<file path="config.mk">
export PLATFORM = sky130hd
export DESIGN_NAME = tfs_status_flags
export DESIGN_NICKNAME = d
export VERILOG_FILES = /design/src/rtl/tfs_pkg.sv /design/src/rtl/tfs_status_flags.sv
export SDC_FILE = /design/constraint.sdc
export NUM_CORES = 1
export LEC_CHECK = 0
export BUFFER_PORTS_ARGS = -buffer_cell sky130_fd_sc_hd__buf_2
export CAP_MARGIN = 5
export CORE_UTILIZATION = 50
export DETAILED_ROUTE_END_ITERATION = 7
export PLACE_DENSITY = 0.81
export SETUP_SLACK_MARGIN = 0.4
export SYNTH_ARGS = -nofsm -noshare
export SYNTH_HDL_FRONTEND = slang
export SYNTH_SLANG_ARGS = --single-unit
</file>
<file path="constraint.sdc">
create_clock -name aclk -period 5.7 [get_ports aclk]
set_input_delay 1.14 -clock aclk [delete_from_list [all_inputs] [get_ports aclk]]
set_output_delay 1.14 -clock aclk [all_outputs]
set_load 0.01 [all_outputs]
</file>
<file path="src/rtl/tfs_pkg.sv">
// package of constants and carrier types for the temperature and fan status flag block
package tfs_pkg;
  // register indices; byte address is four times the index
  localparam logic [7:0] STATUS_IDX = 8'h02;
  localparam logic [7:0] CTRL_IDX = 8'h10;
  localparam logic [7:0] TLIM_IDX = 8'h11;
  localparam logic [7:0] CRIT_IDX = 8'h12;
  localparam logic [7:0] FLIM_IDX = 8'h13;
  localparam logic [7:0] STATE_IDX = 8'h14;
  localparam logic [31:0] STATUS_ADDR = {22'h0, STATUS_IDX, 2'b00};
  localparam logic [31:0] CTRL_ADDR = {22'h0, CTRL_IDX, 2'b00};
  localparam logic [31:0] TLIM_ADDR = {22'h0, TLIM_IDX, 2'b00};
  localparam logic [31:0] CRIT_ADDR = {22'h0, CRIT_IDX, 2'b00};
  localparam logic [31:0] FLIM_ADDR = {22'h0, FLIM_IDX, 2'b00};
  localparam logic [31:0] STATE_ADDR = {22'h0, STATE_IDX, 2'b00};
  // status bit positions
  localparam int LOCAL_LOW_BIT = 7;
  localparam int LOCAL_HIGH_BIT = 6;
  localparam int SENSOR_FAULT_BIT = 5;
  localparam int REMOTE_CRIT_BIT = 4;
  localparam int REMOTE_LOW_BIT = 3;
  localparam int REMOTE_HIGH_BIT = 2;
  localparam int FAN_SLOW_BIT = 1;
  localparam int OVERSPEED_BIT = 0;
  // control bit positions, and the fan failure bit of the state word
  localparam int SENSOR_FAULT_IE_BIT = 0;
  localparam int OVERTEMP_IE_BIT = 1;
  localparam int FAN_RANGE_IE_BIT = 2;
  localparam int SOFT_RESET_BIT = 3;
  localparam int FAN_FAIL_STATE_BIT = 8;
  // reset values
  localparam logic [7:0] STATUS_RESET = 8'h00;
  localparam logic [2:0] CTRL_RESET = 3'h0;
  localparam logic [31:0] TLIM_RESET = 32'h7f7f_8080;
  localparam logic [7:0] CRIT_RESET = 8'h7f;
  localparam logic [31:0] FLIM_RESET = 32'h0000_ffff;
  // behaviour constants
  localparam logic [7:0] FAULT_TEMP = 8'h80;
  localparam logic signed [8:0] CRIT_HYST = 9'sd5;
  localparam logic [2:0] FAIL_COUNT = 3'd5;
  localparam logic [1:0] RESP_OKAY = 2'b00;
  localparam logic [1:0] RESP_DECERR = 2'b11;

  typedef struct packed {
    logic [7:0] local_temp;
    logic [7:0] remote_temp;
    logic [15:0] rotation_period_count;
  } tfs_meas_t;

  typedef struct packed {
    logic [7:0] local_low;
    logic [7:0] local_high;
    logic [7:0] remote_low;
    logic [7:0] remote_high;
  } tfs_tlim_t;

  typedef struct packed {
    logic [15:0] overspeed_limit;
    logic [15:0] slow_limit;
  } tfs_flim_t;
endpackage

</file>
<file path="src/rtl/tfs_status_flags.sv">
// status flag register with limit comparison, alert outputs and AXI4-Lite slave
`timescale 1ns/1ns

module tfs_status_flags
(
  input wire logic aclk, // 100 MHz clock
  input wire logic aresetn, // synchronous reset, low
  input wire logic [31:0] s_axi_awaddr, // write address
  input wire logic [2:0] s_axi_awprot, // write protection, unused
  input wire logic s_axi_awvalid, // write address valid
  output logic s_axi_awready, // write address ready
  input wire logic [31:0] s_axi_wdata, // write data
  input wire logic [3:0] s_axi_wstrb, // write byte enables
  input wire logic s_axi_wvalid, // write data valid
  output logic s_axi_wready, // write data ready
  output logic [1:0] s_axi_bresp, // write response
  output logic s_axi_bvalid, // write response valid
  input wire logic s_axi_bready, // write response ready
  input wire logic [31:0] s_axi_araddr, // read address
  input wire logic [2:0] s_axi_arprot, // read protection, unused
  input wire logic s_axi_arvalid, // read address valid
  output logic s_axi_arready, // read address ready
  output logic [31:0] s_axi_rdata, // read data
  output logic [1:0] s_axi_rresp, // read response
  output logic s_axi_rvalid, // read data valid
  input wire logic s_axi_rready, // read data ready
  input tfs_pkg::tfs_meas_t meas, // measurement results
  input wire logic monitor_tick, // one pulse per monitoring cycle
  input wire logic spin_up, // fan spin-up in progress
  input wire logic remote_fault_pin, // remote sensor short or open
  output logic [7:0] remote_temp_result, // remote result, forced on fault
  output logic alert_n, // bus alert, low
  output logic overtemp_out_n, // sensor fault, low
  output logic heat_limit_pin_n, // heat limit, low
  output logic fan_fail_n // fan failure, low
);
  import tfs_pkg::*;

  logic [7:0] status;
  logic [2:0] ctrl;
  tfs_tlim_t tlim;
  logic [7:0] crit_limit;
  tfs_flim_t flim;
  logic soft_reset;
  logic fault_meta;
  logic fault_sync;
  logic crit_armed;
  logic overspeed_armed;
  logic [2:0] slow_run;
  logic fan_fail;
  logic [31:0] aw_addr;
  logic [31:0] w_data;
  logic [3:0] w_strb;
  logic aw_held;
  logic w_held;
  logic do_write;
  logic do_read;
  logic status_read;
  logic [7:0] next_status;
  logic [7:0] set_mask;
  logic [7:0] clear_mask;
  logic local_low_hit;
  logic local_high_hit;
  logic remote_low_hit;
  logic remote_high_hit;
  logic remote_crit_hit;
  logic remote_cooled;
  logic slow_hit;
  logic overspeed_hit;
  logic [31:0] read_word;
  logic read_hit;
  logic flag_reset;

  function automatic logic [31:0] merge(input logic [31:0] old, input logic [31:0] data, input logic [3:0] strb);
    logic [31:0] result;
    result = old;
    for (int i = 0; i < 4; i++)
    begin
      if (strb[i])
      begin
        result[i*8 +: 8] = data[i*8 +: 8];
      end
    end
    return result;
  endfunction

  assign do_write = aw_held && w_held && !s_axi_bvalid;
  assign do_read = s_axi_arready && s_axi_arvalid;
  assign status_read = do_read && (s_axi_araddr == STATUS_ADDR);
  assign flag_reset = !aresetn || soft_reset;

  // limit comparisons; temperatures are two's complement
  assign local_low_hit = $signed(meas.local_temp) <= $signed(tlim.local_low);
  assign local_high_hit = $signed(meas.local_temp) >= $signed(tlim.local_high);
  assign remote_low_hit = $signed(remote_temp_result) <= $signed(tlim.remote_low);
  assign remote_high_hit = $signed(remote_temp_result) >= $signed(tlim.remote_high);
  assign remote_crit_hit = $signed(remote_temp_result) > $signed(crit_limit);
  // nine bits so a limit near minus 128 does not wrap
  assign remote_cooled = $signed({remote_temp_result[7], remote_temp_result})
    <= ($signed({crit_limit[7], crit_limit}) - CRIT_HYST);
  assign slow_hit = !spin_up && (meas.rotation_period_count >= flim.slow_limit);
  assign overspeed_hit = meas.rotation_period_count <= flim.overspeed_limit;

  // fault pin crosses in from outside the clock domain
  always_ff @(posedge aclk)
  begin
    if (!aresetn)
    begin
      fault_meta <= 1'b0;
      fault_sync <= 1'b0;
    end
    else
    begin
      fault_meta <= remote_fault_pin;
      fault_sync <= fault_meta;
    end
  end

  always_comb
  begin
    set_mask = 8'h00;
    if (monitor_tick)
    begin
      set_mask[LOCAL_LOW_BIT] = local_low_hit;
      set_mask[LOCAL_HIGH_BIT] = local_high_hit;
      set_mask[REMOTE_CRIT_BIT] = remote_crit_hit && crit_armed;
      set_mask[REMOTE_LOW_BIT] = remote_low_hit;
      set_mask[REMOTE_HIGH_BIT] = remote_high_hit;
      set_mask[FAN_SLOW_BIT] = slow_hit;
      set_mask[OVERSPEED_BIT] = overspeed_hit && overspeed_armed;
    end
    // fault is caught at once, not only at the monitoring cycle
    set_mask[SENSOR_FAULT_BIT] = fault_sync;
  end

  always_comb
  begin
    clear_mask = 8'h00;
    if (status_read)
    begin
      clear_mask = 8'hff;
      clear_mask[SENSOR_FAULT_BIT] = 1'b0;
    end
    next_status = (status & ~clear_mask) | set_mask;
  end

  always_ff @(posedge aclk)
  begin
    if (flag_reset)
    begin
      status <= STATUS_RESET;
    end
    else
    begin
      status <= next_status;
    end
  end

  // re-arm tracking for the two flags that do not re-set on a persisting cause
  always_ff @(posedge aclk)
  begin
    if (flag_reset)
    begin
      crit_armed <= 1'b1;
      overspeed_armed <= 1'b1;
    end
    else
    begin
      if (status_read && status[REMOTE_CRIT_BIT] && !set_mask[REMOTE_CRIT_BIT])
      begin
        crit_armed <= 1'b0;
      end
      else if (monitor_tick && remote_cooled)
      begin
        crit_armed <= 1'b1;
      end
      if (status_read && status[OVERSPEED_BIT] && !set_mask[OVERSPEED_BIT])
      begin
        overspeed_armed <= 1'b0;
      end
      else if (monitor_tick && !overspeed_hit)
      begin
        overspeed_armed <= 1'b1;
      end
    end
  end

  // consecutive slow detections; a good cycle ends the run
  always_ff @(posedge aclk)
  begin
    if (flag_reset)
    begin
      slow_run <= 3'd0;
      fan_fail <= 1'b0;
    end
    else if (monitor_tick && !spin_up)
    begin
      if (slow_hit)
      begin
        if (slow_run != FAIL_COUNT)
        begin
          slow_run <= slow_run + 3'd1;
        end
        fan_fail <= (slow_run >= FAIL_COUNT - 3'd1);
      end
      else
      begin
        slow_run <= 3'd0;
        fan_fail <= 1'b0;
      end
    end
  end

  // pin outputs, registered
  always_ff @(posedge aclk)
  begin
    if (!aresetn)
    begin
      remote_temp_result <= 8'h00;
      alert_n <= 1'b1;
      overtemp_out_n <= 1'b1;
      heat_limit_pin_n <= 1'b1;
      fan_fail_n <= 1'b1;
    end
    else
    begin
      remote_temp_result <= fault_sync ? FAULT_TEMP : meas.remote_temp;
      overtemp_out_n <= !status[SENSOR_FAULT_BIT];
      heat_limit_pin_n <= !status[REMOTE_CRIT_BIT];
      // overspeed stays off this output by design
      fan_fail_n <= !fan_fail;
      alert_n <= !((status[SENSOR_FAULT_BIT] && ctrl[SENSOR_FAULT_IE_BIT])
        || (status[REMOTE_CRIT_BIT] && ctrl[OVERTEMP_IE_BIT])
        || (status[FAN_SLOW_BIT] && ctrl[FAN_RANGE_IE_BIT])
        || (status[OVERSPEED_BIT] && ctrl[FAN_RANGE_IE_BIT]));
    end
  end

  // write channel: address and data taken in either order
  always_ff @(posedge aclk)
  begin
    if (!aresetn)
    begin
      s_axi_awready <= 1'b0;
      s_axi_wready <= 1'b0;
      aw_held <= 1'b0;
      w_held <= 1'b0;
      aw_addr <= 32'h0000_0000;
      w_data <= 32'h0000_0000;
      w_strb <= 4'h0;
      s_axi_bvalid <= 1'b0;
      s_axi_bresp <= RESP_OKAY;
    end
    else
    begin
      if (s_axi_awready && s_axi_awvalid)
      begin
        s_axi_awready <= 1'b0;
        aw_held <= 1'b1;
        aw_addr <= s_axi_awaddr;
      end
      else if (!aw_held && !s_axi_bvalid)
      begin
        s_axi_awready <= 1'b1;
      end
      if (s_axi_wready && s_axi_wvalid)
      begin
        s_axi_wready <= 1'b0;
        w_held <= 1'b1;
        w_data <= s_axi_wdata;
        w_strb <= s_axi_wstrb;
      end
      else if (!w_held && !s_axi_bvalid)
      begin
        s_axi_wready <= 1'b1;
      end
      if (do_write)
      begin
        aw_held <= 1'b0;
        w_held <= 1'b0;
        s_axi_bvalid <= 1'b1;
        unique case (aw_addr)
          STATUS_ADDR, CTRL_ADDR, TLIM_ADDR, CRIT_ADDR, FLIM_ADDR, STATE_ADDR: s_axi_bresp <= RESP_OKAY;
          default: s_axi_bresp <= RESP_DECERR;
        endcase
      end
      else if (s_axi_bvalid && s_axi_bready)
      begin
        s_axi_bvalid <= 1'b0;
      end
    end
  end

  // software registers; status and state words ignore writes
  always_ff @(posedge aclk)
  begin
    if (!aresetn)
    begin
      ctrl <= CTRL_RESET;
      tlim <= TLIM_RESET;
      crit_limit <= CRIT_RESET;
      flim <= FLIM_RESET;
      soft_reset <= 1'b0;
    end
    else
    begin
      soft_reset <= 1'b0;
      if (do_write)
      begin
        if (aw_addr == CTRL_ADDR && w_strb[0])
        begin
          ctrl <= w_data[2:0];
          soft_reset <= w_data[SOFT_RESET_BIT];
        end
        if (aw_addr == TLIM_ADDR)
        begin
          tlim <= merge(tlim, w_data, w_strb);
        end
        if (aw_addr == CRIT_ADDR && w_strb[0])
        begin
          crit_limit <= w_data[7:0];
        end
        if (aw_addr == FLIM_ADDR)
        begin
          flim <= merge(flim, w_data, w_strb);
        end
      end
    end
  end

  always_comb
  begin
    read_word = 32'h0000_0000;
    read_hit = 1'b1;
    unique case (s_axi_araddr)
      STATUS_ADDR: read_word = {24'h0, status};
      CTRL_ADDR: read_word = {29'h0, ctrl};
      TLIM_ADDR: read_word = tlim;
      CRIT_ADDR: read_word = {24'h0, crit_limit};
      FLIM_ADDR: read_word = flim;
      STATE_ADDR: read_word = {23'h0, fan_fail, remote_temp_result};
      default: read_hit = 1'b0;
    endcase
  end

  // read channel: data is the value before this read's clear
  always_ff @(posedge aclk)
  begin
    if (!aresetn)
    begin
      s_axi_arready <= 1'b0;
      s_axi_rvalid <= 1'b0;
      s_axi_rdata <= 32'h0000_0000;
      s_axi_rresp <= RESP_OKAY;
    end
    else
    begin
      if (do_read)
      begin
        s_axi_arready <= 1'b0;
        s_axi_rvalid <= 1'b1;
        s_axi_rdata <= read_word;
        s_axi_rresp <= read_hit ? RESP_OKAY : RESP_DECERR;
      end
      else if (s_axi_rvalid && s_axi_rready)
      begin
        s_axi_rvalid <= 1'b0;
      end
      else if (!s_axi_rvalid && !s_axi_arready)
      begin
        s_axi_arready <= 1'b1;
      end
    end
  end
endmodule // tfs_status_flags

</file>
==> flow_summary.json, run 1 <==
{
  "first_iter_violations": 745,
  "yosysUniqueCellTypes": 54,
  "ioPinCount": 201,
  "min_path_cells": 1,
  "clock_path_buffers": 3,
  "cts_resized": 0,
  "p_per_area_nw_per_um2": 274.7,
  "antenna_found_initial": 7,
  "syn_inst": 1213,
  "synth-async-reset-ratio_pct": 0,
  "worstPathRequired_ns": 6.15,
  "worstSetupEndpointType": "flop",
  "max_cap_viol_count": 0,
  "h-tree-depth": 1,
  "critPathMaxFanout": 29,
  "ant_nets": 0,
  "synth_adder_area_share_pct": 9.957,
  "clock_sinks": 213,
  "syn-num-nets": 1445,
  "ys_seq_elements": 213,
  "dieArea_sq_um": 21700,
  "hold_class": "flop to flop",
  "relSlewSlack_pct": 21.29,
  "timing.rr.end": "tlim[27]$_SDFFE_PN1P_",
  "layout.nets": 1605,
  "setup_viol": 0,
  "track_usage_pct": 24.87,
  "total_power_mw": 3.423,
  "crit_chain": "buf_2, nor4_1, nand4_1, nor3_1, nand2_1, o21ai_0, and2_1",
  "die_w_um": 147.3,
  "ys_warn_count": 0,
  "synth_edf_count": 0,
  "synth.mux.area_fraction_pct": 7.670,
  "fmax_mhz": 325.4,
  "hold_buffers": 0,
  "cp.arrival_ns": 3.52,
  "whs_endpoint": "fan_fail_n$_SDFF_PN1_",
  "clkTransAtPathRegs_ns": 0.06,
  "grt_max_degree": 105,
  "slowest_stage": "nand2_1",
  "finalHoldViolCount": 0,
  "place.gp.congestion": 0.9065,
  "worst_path_largest_cell_delay_ns": 0.69,
  "fin_skew_ns": 0.008443,
  "ys.flop_type": "dfxtp_1",
  "worst-path-buf-inv": 1,
  "placed_cells": 1618,
  "maxSlewViolCount": 0,
  "period_minus_slack_ns": 3.073,
  "die_h_um": 147.3,
  "wl_per_cell_um": 16.30,
  "r2r_start": "aw_addr[14]$_SDFFE_PN0P_",
  "syn_avg_cell_area_sq_um": 8.702,
  "drive_above_1_share_pct": 17.78,
  "reg2reg_depth": 6,
  "first_global_vias": 8601,
  "initial_core_util_pct": 51.50,
  "grt_pass1_wl_mm": 43.27,
  "ff2ff_setup_slack_ns": 2.67,
  "via_count": 9183,
  "synth-compound-area-share_pct": 15.41,
  "p_leak_nw": 5.913,
  "cts_tree": "built",
  "core_sq_um": 20490,
  "dpl_cell_area_sq_um": 11640,
  "overflow": 0,
  "ys_seq_area_share_pct": 40.40,
  "synth-simple-area-share_pct": 20.95,
  "critPathKind": "input pin to flop",
  "postLayoutCellArea_sq_um": 12460,
  "cts_root_buf": "clkbuf_16",
  "cp-start-kind": "input pin",
  "vias_per_cell": 5.522,
  "setup_tns_ns": 0,
  "clock_latency_ns": 0.51,
  "synth_area_sq_um": 10560,
  "synth_top_family_by_area": "simple AND/OR/NAND/NOR gates",
  "fin_cells": 1663,
  "wl_mm": 27.11,
  "syn_to_final_growth_pct": 18.05,
  "synth_xor_xnor_area_share_pct": 0.4979,
  "period_share_pct": 53.92,
  "max_slew.worst_pin.slew_ns": 1.178,
  "portBuffers": 194,
  "status": "finished clean",
  "cts_buffers": 23,
  "num_rows": 52,
  "postCtsSetupRepairBufs": 0,
  "post-route-drc-count": 0,
  "worstHoldStart": "fan_fail$_SDFFE_PP0P_",
  "rsz0062_at_grt": "no",
  "crit_family": "simple AND/OR/NAND/NOR gates",
  "dp_hpwl_mm": 20.26,
  "ir_worst_vdd_mv": 0.2374,
  "drt-pass1-iter-count": 8
}
==> worst max-delay path by stage <==
stage | cells past startpoint | end | from
2_1_floorplan | 7 | overspeed_armed$_SDFFE_PP1P_ | meas[14]
3_3_place_gp | 7 | s_axi_rdata[30]$_SDFFE_PN0P_ | s_axi_araddr[15]
3_5_place_dp | 7 | s_axi_rdata[27]$_SDFFE_PN0P_ | s_axi_araddr[5]
4_1_cts | 6 | tlim[28]$_SDFFE_PN1P_ | aw_addr[14]$_SDFFE_PN0P_
5_1_grt | 6 | tlim[27]$_SDFFE_PN1P_ | aw_addr[31]$_SDFFE_PN0P_
6_report | 7 | s_axi_rdata[27]$_SDFFE_PN0P_ | s_axi_araddr[5]
==> kinds of logic (layout without fill, tap and decap cells) <==
family,after synthesis,in the layout
buffers and inverters,140,316
flip-flops,213,213
multiplexers,77,77
other,0,4
AO/OA/AOI/OAI,242,242
adder cells (fa/ha/maj),84,84
AND/OR/NAND/NOR,451,451
XOR/XNOR,6,6
==> power breakdown <==
| group | switching [mW] | internal [mW] | leakage (nW) |
|---|---|---|---|
| clock | 0.604 | 0.974 | 0.393 |
| combinational | 0.155 | 0.122 | 3.79 |
| sequential | 0.0415 | 1.53 | 1.73 |
==> Yosys cell counts, types with 4 or more instances <==
| cell type | count | area, sq um |
|---|---|---|
| inv_1 | 77 | 289.0 |
| o21a_1 | 8 | 60.06 |
| nor2_1 | 22 | 82.58 |
| a21oi_1 | 28 | 140.1 |
| nor2b_1 | 45 | 281.5 |
| buf_2 | 6 | 30.03 |
| o31ai_1 | 4 | 30.03 |
| a222oi_1 | 8 | 80.08 |
| xnor2_1 | 5 | 43.79 |
| nor3_1 | 12 | 60.06 |
| a21o_1 | 5 | 37.54 |
| a22o_1 | 8 | 70.07 |
| ha_1 | 84 | 1051 |
| nor4_1 | 14 | 87.58 |
| nand2b_1 | 11 | 68.82 |
| a22oi_1 | 24 | 180.2 |
| dfxtp_1 | 213 | 4264 |
| and3_1 | 7 | 43.79 |
| nand4b_1 | 6 | 52.55 |
| o211ai_1 | 4 | 30.03 |
| clkbuf_1 | 52 | 195.2 |
| o21ai_0 | 66 | 330.3 |
| and2_1 | 46 | 287.8 |
| nand3_1 | 14 | 70.07 |
| nand4_1 | 13 | 81.33 |
| nand2_1 | 244 | 915.9 |
| a21boi_0 | 70 | 525.5 |
| mux2i_1 | 73 | 730.7 |
==> worst register-to-register path, cell delays in order, from the launching register on <==
cell and delay (ns):
dfxtp_1 0.31, nor4_1 0.40, nand4_1 0.25, nor4_4 0.72, nand4b_1 0.77, mux2i_1 0.38, nand2_1 0.08
==> layout by cell type (no fill, tap or decap), types with 4 or more instances in the layout <==
master	n
clkinv_2	4
clkbuf_8	4
a21boi_0	70
dfxtp_1	213
and2_1	46
xnor2_1	5
a22oi_1	24
o21ai_0	66
a222oi_1	8
nand3_1	14
a22o_1	8
a21oi_1	28
buf_2	193
bufinv_16	4
nor4_1	14
a21o_1	5
ha_1	84
diode_2	4
nand2_1	244
nand4_1	13
o31ai_1	4
nor3_1	12
o211ai_1	4
nand2b_1	11
nand4b_1	6
buf_4	5
o21a_1	8
mux2i_1	73
and3_1	7
nor2_1	22
inv_1	77
clkbuf_16	23
nor2b_1	45
==> registers in the layout (all words and copies together), names as in the netlist, 3 cells and up <==
| name | cells |
|---|---|
| aw_addr | 32 |
| flim | 32 |
| s_axi_rdata | 32 |
| tlim | 32 |
| w_data | 32 |
| crit_limit | 8 |
| remote_temp_result | 8 |
| status | 8 |
| w_strb | 4 |
| ctrl | 3 |
| slow_run | 3 |
==> stage by stage <==
stage                     hold slack, ns  worst slack, ns  util (%)
after floorplan                   0.3709            2.779         -
after global placement            0.4021            2.199     56.82
after detailed placement          0.4025            2.193     56.82
after CTS                         0.4167            2.668     60.75
after global routing              0.4549            2.313     60.76
final                             0.4199            2.627     60.80
==> per-layer routing <==
| layer | GRT usage, % | vias to the layer above | wire length, um |
|---|---|---|---|
| met2 | 38.94 | 352 | 11980 |
| met4 | 9.639 | 2 | 955 |
| met1 | 33.33 | 4261 | 11850 |
| li1 | - | 4506 | - |
| met5 | 0 | - | 8 |
| met3 | 5.466 | 62 | 2308 |
==> cell type report <==
cell class,count,area (sq um)
clock buffers,30,641.9
flip-flops and latches,213,4264
fillers,1753,8034
inverters,77,289.0
diodes,4,10.01
well taps,270,337.8
clock inverters,11,163.9
repair buffers,198,1003
multi-input cells,860,5751
No activity file was read; power rests on OpenSTA's default activity.
==> run 2: changes to the inputs <==
--- a/config.mk
+++ b/config.mk
@@ -5,11 +5,12 @@
 export SDC_FILE = /design/constraint.sdc
 export NUM_CORES = 1
 export LEC_CHECK = 0
+export ABC_AREA = 1
 export BUFFER_PORTS_ARGS = -buffer_cell sky130_fd_sc_hd__buf_2
 export CAP_MARGIN = 5
 export CORE_UTILIZATION = 50
 export DETAILED_ROUTE_END_ITERATION = 7
-export PLACE_DENSITY = 0.81
+export PLACE_DENSITY = 0.84
 export SETUP_SLACK_MARGIN = 0.4
 export SYNTH_ARGS = -nofsm -noshare
 export SYNTH_HDL_FRONTEND = slang
==> constraint.sdc (replaced) <==
create_clock -name aclk -period 2.5 [get_ports aclk]
set_input_delay 0.5 -clock aclk [delete_from_list [all_inputs] [get_ports aclk]]
set_output_delay 0.5 -clock aclk [all_outputs]
set_load 0.01 [all_outputs]
==> flow_summary.json, run 2 <==
{
  "status": "finished clean",
  "ant_nets": 0,
  "via_count": 10779,
  "grt_pass1_wl_mm": 47.31,
  "mostFrequentLayoutCell": "nand2_1",
  "maxSlewViolCount": 0,
  "die_w_um": 150.7,
  "syn_inst": 1533,
  "critPathKind": "flop to flop",
  "wl_mm": 30.19,
  "core_sq_um": 21760,
  "worstHoldStart": "s_axi_bready",
  "synth_top_area_share_pct": 38.58,
  "setup_viol": 0,
  "cp.arrival_ns": 2.56,
  "drive_above_1_share_pct": 18.27,
  "ioPinCount": 201,
  "r2r_start": "crit_limit[0]$_SDFFE_PN1P_",
  "place.gp.congestion": 0.9166,
  "setup_ws_ns": 0.4108,
  "min_path_cells": 2,
  "syn_avg_cell_area_sq_um": 7.210,
  "relSlewSlack_pct": 62.10,
  "vias_per_cell": 5.355,
  "cts_tree": "built",
  "fmax_mhz": 478.6,
  "overflow": 0,
  "fin_skew_ns": 0.01393,
  "first_global_vias": 9756,
  "ir_worst_vdd_mv": 0.4338,
  "ys_seq_elements": 213,
  "wl_per_cell_um": 15.00,
  "cts_root_buf": "clkbuf_16",
  "setup_tns_ns": 0,
  "dpl_cell_area_sq_um": 12210,
  "syn_to_final_growth_pct": 18.97,
  "hold_buffers": 0,
  "num_rows": 54,
  "clock_sinks": 213,
  "reg2reg_depth": 15,
  "whs_ns": 0.1509,
  "ff2ff_setup_slack_ns": 0.41,
  "cp-start-kind": "flop",
  "cts_buffers": 23,
  "antenna_found_initial": 5,
  "p_per_area_nw_per_um2": 586.7,
  "max_slew.worst_pin.slew_ns": 0.5669,
  "portBuffers": 194,
  "synthTopCellsByCount": "320 x nand2_1, 213 x dfxtp_1, 207 x inv_1, 149 x a21oi_1, 149 x nor2_1",
  "synth_edf_count": 0,
  "total_power_mw": 7.715,
  "syn-num-nets": 1765,
  "yosysUniqueCellTypes": 38,
  "worstSetupEndpointType": "flop",
  "synth_most_common_cell": "nand2_1",
  "layout.nets": 1945,
  "ys_warn_count": 0,
  "synth-async-reset-ratio_pct": 0,
  "h-tree-depth": 1,
  "crit_start": "crit_limit[0]$_SDFFE_PN1P_",
  "clkTransAtPathRegs_ns": 0.06,
  "fill_cells": 1965,
  "p_leak_nw": 6.338,
  "period_share_pct": 83.57,
  "synthTopCellsByArea": "dfxtp_1 39%, nand2_1 11%, ha_1 9.5%",
  "clock_latency_ns": 0.53,
  "post-route-drc-count": 0,
  "track_usage_pct": 26.24,
  "max_cap_viol_count": 0,
  "hold_class": "input pin to flop",
  "drt-pass1-iter-count": 6,
  "rsz0062_at_grt": "yes",
  "seqCellArea_sq_um": 4273,
  "dpl_worst_slack_ns": 0.1584,
  "initial_core_util_pct": 50.81,
  "synth_area_sq_um": 11050,
  "ys.flop_type": "dfxtp_1",
  "die_h_um": 150.7,
  "finalHoldViolCount": 0,
  "dieArea_sq_um": 22700,
  "postLayoutCellArea_sq_um": 13150,
  "timing.rr.end": "crit_armed$_SDFFE_PP1P_",
  "worstPathRequired_ns": 2.97,
  "dp_hpwl_mm": 22.52,
  "clock_path_buffers": 3,
  "multi_input_area_sq_um": 5741,
  "period_minus_slack_ns": 2.089,
  "whs_endpoint": "s_axi_bvalid$_SDFFE_PN0P_",
  "critPathMaxFanout": 5,
  "layout_common_cells": "320 x nand2_1, 210 x dfxtp_1, 204 x inv_1",
  "first_iter_violations": 716,
  "ys_seq_area_share_pct": 38.58,
  "yosys.area.top_type": "dfxtp_1",
  "grt_max_degree": 126
}
[run 2: power by group]
| part | switching, mW | internal, mW |
|---|---|---|
| Combinational | 0.458 | 0.286 |
| Clock | 1.41 | 1.97 |
| Sequential | 0.0846 | 3.51 |
| Total | 1.95 | 5.76 |
[run 2: logic make-up (layout without fill, tap and decap cells)]
| kind of cell | Yosys count | after routing | synth area share (%) |
|---|---|---|---|
| flip-flops | 213 | 213 | 38.58 |
| other | 0 | 3 | 0 |
| buffers and inverters | 278 | 475 | 10.10 |
| AND/OR/NAND/NOR | 644 | 644 | 25.19 |
| AO/OA/AOI/OAI | 307 | 307 | 16.07 |
| XOR/XNOR | 7 | 7 | 0.5547 |
| adder cells (fa/ha/maj) | 84 | 84 | 9.509 |
[run 2: cell type report]
class                           instances  area share (%)
Clock inverter                          8          0.6946
Multi-Input combinational cell       1042           43.65
Tap cell                              280           2.664
Antenna cell                            3         0.05709
Clock buffer                           34           5.071
Sequential cell                       213           32.49
Inverter                              218           6.261
Timing Repair Buffer                  215           9.106
[run 2: per-layer routing]
| metal | part of all wire, % | global-route usage, % | wire length (um) |
|---|---|---|---|
| met1 | 44 | 35.01 | 13280 |
| met2 | 44 | 41.64 | 13300 |
| met3 | 8.7 | 5.636 | 2623 |
| met4 | 3.2 | 9.350 | 962 |
| met5 | 0.066 | 0 | 20 |
[run 2: stage by stage]
step	utilization, %	cells
after floorplan	-	1533
after detailed placement	56.14	1960
after CTS	59.80	2003
final	60.44	2013
after global placement	56.14	1960
after global routing	60.41	2010
[run 2: worst max path at each step]
| stage | endpoint | slack [ns] |
|---|---|---|
| after floorplan | crit_armed$_SDFFE_PP1P_ | 0.43 |
| after global placement | crit_armed$_SDFFE_PP1P_ | 0.23 |
| after detailed placement | crit_armed$_SDFFE_PP1P_ | 0.16 |
| after CTS | crit_armed$_SDFFE_PP1P_ | 0.42 |
| after global routing | crit_armed$_SDFFE_PP1P_ | 0.28 |
| final | crit_armed$_SDFFE_PP1P_ | 0.41 |
[run 2: repair_timing]
item / 4_1_cts / 5_1_grt
gates cloned: 0 / 0
endpoints found under the setup margin: 1 / 13
buffers inserted: 1 / 7
endpoints found under the hold margin: 0 / 0
pin swaps: 2 / 14
resized for setup: 12 / 13
[run 2: worst max-delay path: stages (launching register included)]
cell	delay, ns
dfxtp_4	0.41
inv_4	0.05
ha_4	0.16
o21ai_4	0.18
buf_6	0.12
xor2_1	0.07
ha_1	0.32
nand2_1	0.05
inv_1	0.06
nand2_1	0.05
o31a_1	0.27
o21ai_1	0.07
nand2_1	0.07
nand2_1	0.07
nand2_1	0.04
nand2_1	0.04
==> run 3: changes to the inputs <==
--- a/config.mk
+++ b/config.mk
@@ -10,7 +10,7 @@
 export CAP_MARGIN = 5
 export CORE_UTILIZATION = 50
 export DETAILED_ROUTE_END_ITERATION = 7
-export PLACE_DENSITY = 0.84
+export PLACE_DENSITY = 0.81
 export SETUP_SLACK_MARGIN = 0.4
 export SYNTH_ARGS = -nofsm -noshare
 export SYNTH_HDL_FRONTEND = slang
==> constraint.sdc (replaced) <==
create_clock -name aclk -period 2.2 [get_ports aclk]
set_input_delay 0.44 -clock aclk [delete_from_list [all_inputs] [get_ports aclk]]
set_output_delay 0.44 -clock aclk [all_outputs]
set_load 0.01 [all_outputs]
==> flow_summary.json, run 3 (same netlist as run 2, synthesis figures left out) <==
{
  "crit_top_cell": "nand2_1",
  "setup_tns_ns": 0,
  "core_sq_um": 21760,
  "worstPathRequired_ns": 2.68,
  "r2r_start": "crit_limit[1]$_SDFFE_PN1P_",
  "crit_start": "crit_limit[1]$_SDFFE_PN1P_",
  "cp-start-kind": "flop",
  "clock_path_buffers": 3,
  "reg2reg_depth": 13,
  "via_count": 10964,
  "clock_sinks": 213,
  "ir_worst_vdd_mv": 0.6555,
  "relSlewSlack_pct": 66.34,
  "crit_family": "simple AND/OR/NAND/NOR gates",
  "antenna_found_initial": 3,
  "wl_per_cell_um": 15.53,
  "overflow": 0,
  "worst-path-buf-inv": 1,
  "initial_core_util_pct": 50.81,
  "dieArea_sq_um": 22700,
  "layout_common_cells": "303 x nand2_1, 195 x dfxtp_1, 193 x buf_2",
  "crit_chain": "o21ai_4, nand3_2, nor3_2, xor2_1, inv_1, ha_4, nand3_2, o31a_1, o21ai_1, nand2_1, nand2_1, nand2_1, nand2_1",
  "p_leak_nw": 6.492,
  "h-tree-depth": 1,
  "slowest_stage": "dfxtp_4",
  "pwr-share-clk_pct": 45.2,
  "portBuffers": 194,
  "grt_pass1_wl_mm": 48.19,
  "max_slew.worst_pin.slew_ns": 0.5043,
  "first_global_vias": 9948,
  "ff2ff_setup_slack_ns": 0.22,
  "cp.arrival_ns": 2.47,
  "setup_ws_ns": 0.2176,
  "p_per_area_nw_per_um2": 665.4,
  "ant_nets": 0,
  "rsz0062_at_grt": "yes",
  "place.gp.congestion": 0.9126,
  "status": "finished clean",
  "maxSlewViolCount": 0,
  "total_power_mw": 9.055,
  "fin_skew_ns": 0.02045,
  "hold_buffers": 0,
  "hold_class": "input pin to flop",
  "ioPinCount": 201,
  "dpl_worst_slack_ns": 0.1801,
  "critPathKind": "flop to flop",
  "track_usage_pct": 26.69,
  "cts_tree": "built",
  "die_w_um": 150.7,
  "switchingPower_mw": 2.337,
  "cts_root_buf": "clkbuf_16",
  "vias_per_cell": 5.409,
  "first_iter_violations": 877,
  "clock_latency_ns": 0.54,
  "crit_cells": 13,
  "cts_buffers": 23,
  "intPower_mw": 6.718,
  "drt-pass1-iter-count": 8,
  "finalHoldViolCount": 0,
  "switching_share_pct": 25.81,
  "worstSetupEndpointType": "flop",
  "grt_max_degree": 126,
  "period_minus_slack_ns": 1.982,
  "clkTransAtPathRegs_ns": 0.07,
  "max_cap_viol_count": 0,
  "worst_path_largest_cell_delay_ns": 0.36,
  "mostFrequentLayoutCell": "nand2_1",
  "critPathMaxFanout": 4,
  "dp_hpwl_mm": 22.62,
  "syn_to_final_growth_pct": 23.12,
  "drive_above_1_share_pct": 23.02,
  "seq_power_share_pct": 45.1,
  "wl_mm": 31.49,
  "period_share_pct": 90.11,
  "post-route-drc-count": 0,
  "post-route-util_pct": 62.55,
  "crit_end": "crit_armed$_SDFFE_PP1P_",
  "timing.rr.end": "crit_armed$_SDFFE_PP1P_",
  "combPwrFrac_pct": 9.7,
  "fmax_mhz": 504.4,
  "die_h_um": 150.7,
  "num_rows": 54,
  "layout.nets": 1961,
  "setup_viol": 0
}
[run 3: changes by cell type in the layout (fill, tap and decap cells not counted), moves of 12 or more]
cell     previous run  this run
dfxtp_1           210       195
dfxtp_2             1        14
inv_1             204       191
inv_2               9        21
nand2_1           320       303
nand2_2             4        17
[run 3: area by class of cell]
type | count | area, sq um
repair inverters | 1 | 8.758
inverters | 218 | 832.0
multi-input cells | 1042 | 5987
flip-flops and latches | 213 | 4297
clock inverters | 13 | 187.7
repair buffers | 230 | 1325
well taps | 280 | 350.3
clock buffers | 29 | 618.1
diodes | 1 | 2.502
fillers | 1873 | 8148
[run 3: repair_timing]
| action | in CTS | in global routing |
|---|---|---|
| resized for setup | 14 | 88 |
| pin swaps | 4 | 23 |
| endpoints found under the setup margin | 72 | 79 |
| buffers inserted | 5 | 15 |
| gates cloned | 0 | 1 |
[run 3: worst min path at each step]
stage | startpoint | slack [ns] | cells after the start | endpoint
2_1_floorplan | fan_fail$_SDFFE_PP0P_ | 0.37 | 1 | fan_fail_n$_SDFF_PN1_
6_report | s_axi_bready | 0.09 | 2 | s_axi_bvalid$_SDFFE_PN0P_
3_5_place_dp | fan_fail$_SDFFE_PP0P_ | 0.40 | 1 | fan_fail_n$_SDFF_PN1_
5_1_grt | s_axi_bready | 0.06 | 2 | s_axi_bvalid$_SDFFE_PN0P_
4_1_cts | s_axi_bready | 0.07 | 2 | s_axi_bvalid$_SDFFE_PN0P_
3_3_place_gp | status[5]$_SDFF_PP0_ | 0.39 | 1 | overtemp_out_n$_SDFF_PN1_
[run 3: stage by stage]
step                hold slack, ns  area, sq um  std cells
global route               0.06403        13610       2026
floorplan                   0.3677        11100       1533
CTS                        0.06925        13180       2010
finish                     0.08866        13610       2027
detailed placement          0.3995        12310       1963
global placement            0.3897        12310       1963
[run 3: metal layers]
layer	global-route usage (%)	vias up	share of wire [%]	routed length (um)
met1	35.12	4976	41	12980
met5	0	-	0.089	28
met3	5.636	86	10	3271
met4	9.450	4	3.4	1063
met2	43.06	490	45	14150
li1	-	5408	-	-
[run 3: power groups by stage]
stage / logic [mW] / registers, mW / clock network [mW]
floorplan: 0.518 / 4.15 / 0
global placement: 0.803 / 4.16 / 0
detailed placement: 0.832 / 4.17 / 0
CTS: 0.843 / 4.08 / 4.15
global route: 0.992 / 4.10 / 4.28
finish: 0.880 / 4.08 / 4.09
